File: src/shared/load_unit_pkg.sv
`default_nettype none

package load_unit_pkg;

	// Shape of one general register and of the bank.
	localparam int REG_W      = 24;
	localparam int BYTE_W     = 8;
	localparam int INSTR_W    = 16;
	localparam int REG_COUNT  = 8;
	localparam int IDX_W      = 3;

	// Register layout: upper byte on top, byte 0 in the middle, byte 1 lowest.
	localparam int UPPER_LSB  = 16;
	localparam int BYTE0_LSB  = 8;
	localparam int BYTE1_LSB  = 0;

	// Register 0 is the instruction address register.
	localparam logic [2:0]  IAR_IDX     = 3'h0;
	localparam logic [23:0] REG_RESET   = 24'h00_0000;
	localparam logic [23:0] IAR_STEP    = 24'h00_0002;

	// Leading pattern of the immediate byte load.
	localparam logic [4:0]  IMM_PREFIX  = 5'h10;

	// Low byte patterns of the register-form loads.
	localparam logic [7:0]  OPC_FULL       = 8'h88;
	localparam logic [7:0]  OPC_FULL_SH    = 8'hf8;
	localparam logic [7:0]  OPC_HALF       = 8'h80;
	localparam logic [7:0]  OPC_HALF_SH    = 8'hf0;
	localparam logic [7:0]  OPC_BYTE       = 8'h08;
	localparam logic [7:0]  OPC_BYTE_SH    = 8'h78;

	// Sequencer states, one-hot.
	typedef enum logic [1:0] {
		S_IDLE = 2'b01,
		S_EXEC = 2'b10
	} state_t;

	// Condition latches.
	typedef struct packed {
		logic c;
		logic z;
	} cond_t;

	localparam cond_t COND_RESET = 2'h0;

	// Fields of a captured instruction word.
	typedef struct packed {
		logic [2:0] source_reg_field;
		logic [1:0] source_pair;
		logic       source_byte_select;
		logic [2:0] target_reg_field;
		logic [1:0] target_pair;
		logic       target_byte_select;
		logic [7:0] low_byte;
		logic [4:0] prefix;
		logic       top_bit;
		logic       mid_bit;
	} fields_t;

endpackage

`default_nettype wire

File: src/design/register_load_instruction_unit.sv
// What this block does
// - Each general register is 24 bits: upper byte, byte 0, byte 1.
// - Register 0 is the instruction address; writing it redirects the next fetch.
// - Immediate byte load writes the immediate into byte 0 or byte 1 only.
// - Two-bit register fields form the upper address bits; lowest bit forced to one.
// - Immediate load sets first latch if byte nonzero, null latch if zero.
// - Full copy moves all three bytes, keeps source, updates latches from target.
// - Full copy: first latch on nonzero 24-bit result, null latch on zero.
// - Full-group loads to register 0 branch and leave both latches unchanged.
// - Halfword copy moves bytes 0 and 1 only; target upper byte kept.
// - Halfword copy: first latch on nonzero 16-bit result, null latch on zero.
// - Byte copy moves selected source byte into selected target byte only.
// - Byte copies: first latch on even one-count or zero, null latch on zero.
// - Full shifted load shifts source right one, zero into top bit.
// - Full and halfword shifted loads set first latch from the shifted-out bit.
// - Full shifted load sets null latch when the 24-bit result is zero.
// - Halfword shifted load shifts bytes 0 and 1 right one, upper byte kept.
// - Halfword shifted load sets null latch when the 16-bit result is zero.
// - Byte shifted load shifts selected byte right one into selected target byte.
`timescale 1ns/100ps
`default_nettype none

module register_load_instruction_unit (
	// Clock and reset.
	input  wire logic        clock_in,
	input  wire logic        rst_n_in,
	// Instruction issue.
	input  wire logic        instr_valid_in,
	input  wire logic [15:0] instr_in,
	output logic             ready_out,
	output logic             done_out,
	output logic             illegal_out,
	output logic             branch_out,
	// Condition latches and instruction address.
	output logic             c_latch_out,
	output logic             z_latch_out,
	output logic [23:0]      iar_out,
	// Register preload and readback.
	input  wire logic        preload_en_in,
	input  wire logic [2:0]  preload_sel_in,
	input  wire logic [23:0] preload_data_in,
	input  wire logic [2:0]  read_sel_in,
	output logic [23:0]      read_data_out
);

	////////////////////////////////////////////////////////////////////////////////
	// Helpers.

	// Two-bit register fields only reach odd registers.
	function automatic logic [2:0] force_odd(input logic [1:0] pair);
		force_odd = {pair, 1'b1};
	endfunction

	// Picks byte 0 or byte 1 of a register.
	function automatic logic [7:0] get_byte(input logic [23:0] r, input logic sel);
		get_byte = sel ? r[load_unit_pkg::BYTE1_LSB +: 8] : r[load_unit_pkg::BYTE0_LSB +: 8];
	endfunction

	// Replaces byte 0 or byte 1 of a register, keeping the rest.
	function automatic logic [23:0] put_byte(input logic [23:0] r, input logic sel,
			input logic [7:0] b);
		put_byte = sel ? {r[23:8], b} : {r[23:16], b, r[7:0]};
	endfunction

	////////////////////////////////////////////////////////////////////////////////
	// State.

	logic [23:0]            regs_q [load_unit_pkg::REG_COUNT];
	logic [15:0]            instr_q;
	load_unit_pkg::state_t  state_q;
	load_unit_pkg::state_t  state_d;
	load_unit_pkg::cond_t   cond_q;
	load_unit_pkg::cond_t   cond_d;
	logic                   ready_q;
	logic                   done_q;
	logic                   illegal_q;
	logic                   branch_q;
	logic [23:0]            read_q;

	////////////////////////////////////////////////////////////////////////////////
	// Field extraction and decode.

	load_unit_pkg::fields_t f;
	wire logic              exec_now;
	wire logic              rr_form;
	wire logic              op_imm;
	wire logic              op_full;
	wire logic              op_full_sh;
	wire logic              op_half;
	wire logic              op_half_sh;
	wire logic              op_byte;
	wire logic              op_byte_sh;
	wire logic              full_group;
	wire logic              byte_group;
	wire logic              legal;
	wire logic              take_now;

	// Bit 0 of the instruction is the most significant bit of the word.
	assign f.top_bit            = instr_q[15];
	assign f.source_reg_field   = instr_q[14:12];
	assign f.source_pair        = instr_q[14:13];
	assign f.source_byte_select = instr_q[12];
	assign f.mid_bit            = instr_q[11];
	assign f.target_reg_field   = instr_q[10:8];
	assign f.target_pair        = instr_q[10:9];
	assign f.target_byte_select = instr_q[8];
	assign f.low_byte           = instr_q[7:0];
	assign f.prefix             = instr_q[15:11];

	// Opcode recognition; the immediate form uses its low byte as data.
	assign exec_now   = (state_q == load_unit_pkg::S_EXEC);
	assign rr_form    = !f.top_bit && !f.mid_bit;
	assign op_imm     = (f.prefix == load_unit_pkg::IMM_PREFIX);
	assign op_full    = rr_form && (f.low_byte == load_unit_pkg::OPC_FULL);
	assign op_full_sh = rr_form && (f.low_byte == load_unit_pkg::OPC_FULL_SH);
	assign op_half    = rr_form && (f.low_byte == load_unit_pkg::OPC_HALF);
	assign op_half_sh = rr_form && (f.low_byte == load_unit_pkg::OPC_HALF_SH);
	assign op_byte    = rr_form && (f.low_byte == load_unit_pkg::OPC_BYTE);
	assign op_byte_sh = rr_form && (f.low_byte == load_unit_pkg::OPC_BYTE_SH);
	assign full_group = op_full || op_full_sh || op_half || op_half_sh;
	assign byte_group = op_byte || op_byte_sh;
	assign legal      = op_imm || full_group || byte_group;
	// An offer is taken only once ready is shown, so the first cycle after reset stays closed.
	assign take_now   = (state_q == load_unit_pkg::S_IDLE) && ready_q && instr_valid_in &&
		!preload_en_in;

	////////////////////////////////////////////////////////////////////////////////
	// Operand selection.

	wire logic [2:0]  src_idx_c;
	wire logic [2:0]  tgt_idx_c;
	wire logic [23:0] src_full;
	wire logic [23:0] tgt_full;
	wire logic [23:0] tgt_c;
	wire logic [7:0]  src_c;
	wire logic        src_lsb;

	// Three-bit fields address registers directly; two-bit ones are forced odd.
	assign src_full  = regs_q[f.source_reg_field];
	assign tgt_full  = regs_q[f.target_reg_field];
	assign src_idx_c = force_odd(f.source_pair);
	assign tgt_idx_c = force_odd(f.target_pair);
	assign tgt_c     = regs_q[tgt_idx_c];
	assign src_c     = get_byte(regs_q[src_idx_c], f.source_byte_select);
	assign src_lsb   = src_full[load_unit_pkg::BYTE1_LSB];

	////////////////////////////////////////////////////////////////////////////////
	// Results.

	wire logic [23:0] res_full;
	wire logic [23:0] res_full_sh;
	wire logic [23:0] res_half;
	wire logic [23:0] res_half_sh;
	wire logic [7:0]  byte_val;
	wire logic [23:0] res_byte;
	wire logic [23:0] res_imm;
	wire logic [23:0] wr_data;
	wire logic [2:0]  wr_idx;
	wire logic        to_iar;

	// Each form writes a whole register; untouched bytes are read back unchanged.
	assign res_full    = src_full;
	assign res_full_sh = {1'b0, src_full[23:1]};
	assign res_half    = {tgt_full[23:16], src_full[15:0]};
	assign res_half_sh = {tgt_full[23:16], 1'b0, src_full[15:1]};
	assign byte_val    = op_byte_sh ? {1'b0, src_c[7:1]} : src_c;
	assign res_byte    = put_byte(tgt_c, f.target_byte_select, byte_val);
	assign res_imm     = put_byte(tgt_c, f.target_byte_select, f.low_byte);

	// Write steering.
	assign wr_idx  = full_group ? f.target_reg_field : tgt_idx_c;
	assign wr_data = op_full    ? res_full    :
	                 op_full_sh ? res_full_sh :
	                 op_half    ? res_half    :
	                 op_half_sh ? res_half_sh :
	                 op_imm     ? res_imm     : res_byte;
	// Only the full group can name register 0; byte forms are always odd.
	assign to_iar  = full_group && (f.target_reg_field == load_unit_pkg::IAR_IDX);

	////////////////////////////////////////////////////////////////////////////////
	// Condition latch update.

	wire logic [7:0] latch_byte;

	// Byte forms test the byte written; the immediate tests for nonzero only.
	assign latch_byte = op_imm ? f.low_byte : byte_val;

	// A branch through register 0 holds the latches, since they then describe an address.
	always_comb begin
		cond_d = cond_q;
		if (exec_now && legal && !to_iar) begin
			unique case (1'b1)
				op_imm: begin
					cond_d.c = (latch_byte != 8'h00);
					cond_d.z = (latch_byte == 8'h00);
				end
				op_full: begin
					cond_d.c = (res_full != 24'h00_0000);
					cond_d.z = (res_full == 24'h00_0000);
				end
				op_half: begin
					cond_d.c = (res_half[15:0] != 16'h0000);
					cond_d.z = (res_half[15:0] == 16'h0000);
				end
				op_full_sh: begin
					cond_d.c = src_lsb;
					cond_d.z = (res_full_sh == 24'h00_0000);
				end
				op_half_sh: begin
					cond_d.c = src_lsb;
					cond_d.z = (res_half_sh[15:0] == 16'h0000);
				end
				default: begin
					cond_d.c = ~^latch_byte;
					cond_d.z = (latch_byte == 8'h00);
				end
			endcase
		end
	end

	////////////////////////////////////////////////////////////////////////////////
	// Sequencer: capture one cycle, execute the next.

	always_comb begin
		state_d = state_q;
		unique case (state_q)
			load_unit_pkg::S_IDLE: begin
				if (take_now) begin
					state_d = load_unit_pkg::S_EXEC;
				end
			end
			load_unit_pkg::S_EXEC: begin
				state_d = load_unit_pkg::S_IDLE;
			end
		endcase
	end

	// State, instruction capture and one-cycle status pulses.
	always_ff @(posedge clock_in or negedge rst_n_in) begin
		if (!rst_n_in) begin
			state_q   <= load_unit_pkg::S_IDLE;
			instr_q   <= 16'h0000;
			cond_q    <= load_unit_pkg::COND_RESET;
			ready_q   <= 1'b0;
			done_q    <= 1'b0;
			illegal_q <= 1'b0;
			branch_q  <= 1'b0;
		end else begin
			state_q   <= state_d;
			cond_q    <= cond_d;
			ready_q   <= (state_d == load_unit_pkg::S_IDLE);
			done_q    <= exec_now && legal;
			illegal_q <= exec_now && !legal;
			branch_q  <= exec_now && to_iar;
			if (take_now) begin
				instr_q <= instr_in;
			end
		end
	end

	////////////////////////////////////////////////////////////////////////////////
	// Register bank.

	// The address register advances by one halfword unless it is the target itself;
	// a preload is only taken while idle so it never races an execute.
	always_ff @(posedge clock_in or negedge rst_n_in) begin
		if (!rst_n_in) begin
			for (int i = 0; i < load_unit_pkg::REG_COUNT; i++) begin
				regs_q[i] <= load_unit_pkg::REG_RESET;
			end
		end else if (exec_now && legal) begin
			regs_q[wr_idx] <= wr_data;
			if (!to_iar) begin
				regs_q[load_unit_pkg::IAR_IDX] <= regs_q[load_unit_pkg::IAR_IDX] +
					load_unit_pkg::IAR_STEP;
			end
		end else if (state_q == load_unit_pkg::S_IDLE && preload_en_in) begin
			regs_q[preload_sel_in] <= preload_data_in;
		end
	end

	// Registered readback port.
	always_ff @(posedge clock_in or negedge rst_n_in) begin
		if (!rst_n_in) begin
			read_q <= load_unit_pkg::REG_RESET;
		end else begin
			read_q <= regs_q[read_sel_in];
		end
	end

	////////////////////////////////////////////////////////////////////////////////
	// Outputs.

	assign ready_out     = ready_q;
	assign done_out      = done_q;
	assign illegal_out   = illegal_q;
	assign branch_out    = branch_q;
	assign c_latch_out   = cond_q.c;
	assign z_latch_out   = cond_q.z;
	assign iar_out       = regs_q[load_unit_pkg::IAR_IDX];
	assign read_data_out = read_q;

	////////////////////////////////////////////////////////////////////////////////
	// Assertions.

	// Helper flops that remember the last write for the commit check.
	logic [2:0]  chk_idx_q;
	logic [23:0] chk_data_q;
	always_ff @(posedge clock_in or negedge rst_n_in) begin
		if (!rst_n_in) begin
			chk_idx_q  <= 3'h0;
			chk_data_q <= 24'h00_0000;
		end else begin
			chk_idx_q  <= wr_idx;
			chk_data_q <= wr_data;
		end
	end
endmodule // register_load_instruction_unit

`default_nettype wire

File: config.mk
export PLATFORM = sky130hd
export DESIGN_NAME = register_load_instruction_unit
export DESIGN_NICKNAME = d
export VERILOG_FILES = /design/src/shared/load_unit_pkg.sv /design/src/design/register_load_instruction_unit.sv
export SDC_FILE = /design/constraint.sdc
export NUM_CORES = 1
export LEC_CHECK = 0
export BUFFER_PORTS_ARGS = -buffer_cell sky130_fd_sc_hd__buf_2
export CAP_MARGIN = 20
export CORE_ASPECT_RATIO = 1.25
export CORE_MARGIN = 1.5
export CORE_UTILIZATION = 55
export CTS_BUF_LIST = sky130_fd_sc_hd__clkbuf_8 sky130_fd_sc_hd__clkbuf_16
export CTS_CLUSTER_DIAMETER = 200
export DETAILED_ROUTE_END_ITERATION = 16
export HOLD_SLACK_MARGIN = 0.03
export PLACE_DENSITY_LB_ADDON = 0.08
export SLEW_MARGIN = 30
export SYNTH_ARGS = -nofsm -noshare
export SYNTH_HDL_FRONTEND = slang
export SYNTH_SLANG_ARGS = --single-unit
File: constraint.sdc
create_clock -name clock_in -period 3.8 [get_ports clock_in]
set_input_delay 0.95 -clock clock_in [delete_from_list [all_inputs] [get_ports clock_in]]
set_output_delay 0.95 -clock clock_in [all_outputs]
set_load 0.02 [all_outputs]
==> impl_metrics.env <==
export IMPL_async_flop_share=1.00
export IMPL_power_leakage_nw=7.31
export IMPL_num_vias=15317
export IMPL_dp_cells=1955
export IMPL_dieArea_um2=29900
export IMPL_yosysTopAreaCell="dfrtp_1"
export IMPL_tightest_slew_ns=1.11
export IMPL_drv_cap=0
export IMPL_instances_no_fill=2002
export IMPL_synthesis_area_um2=15900
export IMPL_power_w=0.0180
export IMPL_period_minus_slack_ns=3.44
export IMPL_hold_class="in -> async"
export IMPL_worst_ir_drop_vdd_v=0.000620
export IMPL_drc_errors=0
export IMPL_num_rows=69
export IMPL_yosys_area_top_type_share=0.377
export IMPL_cts_path_max_buffers=3
export IMPL_final_antenna_net_count=0
export IMPL_core_area_um2=28400
export IMPL_gr_total_overflow=0
export IMPL_synth_warnings=0
export IMPL_place_hpwl_um=48300
export IMPL_avgViaCountPerCell=7.65
export IMPL_min_period_over_period=0.905
export IMPL_grt_max_degree=81
export IMPL_cts_hold_buffers_added=0
export IMPL_port_buffers=103
export IMPL_critPathLaunchType="flip-flop"
export IMPL_dieHeight_um=193
export IMPL_required_ns=4.24
export IMPL_clockRootBuffer="clkbuf_16"
export IMPL_synth_top_flop_cell="dfrtp_1"
export IMPL_status="completed"
export IMPL_drt_iter0_markers=1718
export IMPL_wirelength_um=70100
export IMPL_cts_resized_gates=0
export IMPL_gp_congestion=1.04
export IMPL_area_delta_synth_final_pct=13.6
export IMPL_clkTransAtPathRegs_ns=0.06
export IMPL_synth_cell_types=76
export IMPL_wire_per_inst_um=35.0
export IMPL_pwr_density_cell_nw_per_um2=1000
export IMPL_nets=1684
export IMPL_cts_setup_buffers=0
export IMPL_grt_pass1_vias=15255
export IMPL_most_common_layout_cells="dfrtp_1, o21ai_0, nand2_1"
export IMPL_crit_path_end_kind="flip-flop"
export IMPL_grt_use_total=0.474
export IMPL_finalHoldViolCount=0
export IMPL_setup_viol=0
export IMPL_synthCells=1530
export IMPL_cts_sinks=240
export IMPL_max_freq_mhz=291
export IMPL_drv_slew=0
export IMPL_critPathKind="reg -> reg"
export IMPL_rsz0062_at_grt="false"
export IMPL_dr_pass1_iters=6
export IMPL_antenna_found_initial=1
export IMPL_cts_htree_levels=1
export IMPL_cp_startpoint="instr_q[13]"
export IMPL_critPathArrivalTime_ns=3.88
export IMPL_drive_above_1_share=0.288
export IMPL_die_w_um=155
export IMPL_syn_num_nets=1585
export IMPL_initial_core_util=0.559
export IMPL_cp_max_fo=26
export IMPL_syn_area_per_cell_um2=10.4
export IMPL_ioPinCount=104
export IMPL_cts_buffers=27
export IMPL_synth_edf_count=0
export IMPL_grt_pass1_wl_um=102000
export IMPL_insertion_delay_ns=0.58
export IMPL_layout_commonest_cell="dfrtp_1"
export IMPL_antennaDiodeCount=0
export IMPL_tritoncts="done"
export IMPL_ys_seq_area_frac=0.378
export IMPL_relSlewSlack=0.258
export IMPL_setup_tns_ns=0
export IMPL_fin_skew_ns=0.0231
export IMPL_ys_ff_latch=240
export IMPL_synth_area_leaders="dfrtp_1, mux4_2, mux2_2, o21ai_0, mux2i_1"
export IMPL_r2r_start="instr_q[13]"
cell usage after synthesis (16+ instances only):
master / number
a221oi_1: 35
mux2_2: 62
buf_4: 26
o21ai_0: 129
nand2_1: 119
buf_2: 20
a21oi_1: 69
o22ai_1: 39
o221ai_1: 20
o21a_1: 19
dfrtp_1: 239
mux4_2: 112
nor3_1: 22
clkbuf_1: 89
a31oi_1: 16
nor2_1: 108
o21ai_1: 17
nand3_1: 27
a22oi_1: 53
mux2i_1: 52
critical path, cell delays in order (launching register included):
cell and delay (ns):
dfrtp_2 0.59, or4b_1 0.63, or2_1 0.37, o21a_4 0.17, or4_4 0.51, a22o_2 0.54, buf_4 0.34, nand2_1 0.10
o21ai_1 0.07
report_power, final:
part           switching [W]  internal [W]
Sequential           0.00157       0.00379
Clock                0.00114       0.00161
Combinational        0.00552       0.00442
routing by layer:
layer | part of all wire | track usage | wire length, µm | up-vias
met5 | 0 | 0 | 0 | -
li1 | - | - | - | 6149
met3 | 0.10 | 0.106 | 7350 | 369
met4 | 0.094 | 0.383 | 6600 | 0
met2 | 0.46 | 0.755 | 32200 | 1171
met1 | 0.34 | 0.558 | 23900 | 7628
state kept, by name (all words and copies together), names as in the netlist:
register	flops
regs_q	168
iar_out	24
read_data_out	24
instr_q	16
state_q	2
branch_out	1
c_latch_out	1
done_out	1
illegal_out	1
ready_out	1
z_latch_out	1
path summary, 6_finish.rpt:
path	to	slack (ns)	cells past startpoint
min in group clock_in	state_q[0]	0.53	2
setup reg to reg	regs_q[117]	0.36	8
hold reg to reg	state_q[0]	0.53	2
hold / removal	regs_q[27]	0.39	1
max in group asynchronous	regs_q[67]	2.57	2
setup / recovery	regs_q[117]	0.36	8
cell type report:
cell class | instances | area (µm²)
Multi-Input combinational cell | 1126 | 9160
Inverter | 12 | 45.0
Timing Repair Buffer | 222 | 1470
Tap cell | 355 | 444
Sequential cell | 240 | 6010
Clock buffer | 30 | 717
Fill cell | 2337 | 10400
Clock inverter | 17 | 179
kinds of logic (layout without fill, tap and decap cells):
logic type / after synthesis / in the layout / share of synthesized area
compound gates: 502 / 502 / 0.210
mux: 233 / 233 / 0.241
fa+ha+maj: 5 / 5 / 0.00394
buf+inv: 164 / 281 / 0.0484
simple gates: 373 / 373 / 0.112
flops: 240 / 240 / 0.378
xor+xnor: 13 / 13 / 0.00717
through the flow:
step	instance area (µm²)	hold slack [ns]	util	setup WS [ns]
after floorplan	15900	0.475	-	0.761
after CTS	18000	0.437	0.635	0.382
after global routing	18000	0.429	0.635	0.208
after global placement	17100	0.511	0.603	0.401
final	18000	0.392	0.635	0.360
after detailed placement	17100	0.516	0.603	0.408
(Power assumes the default switching activity.)
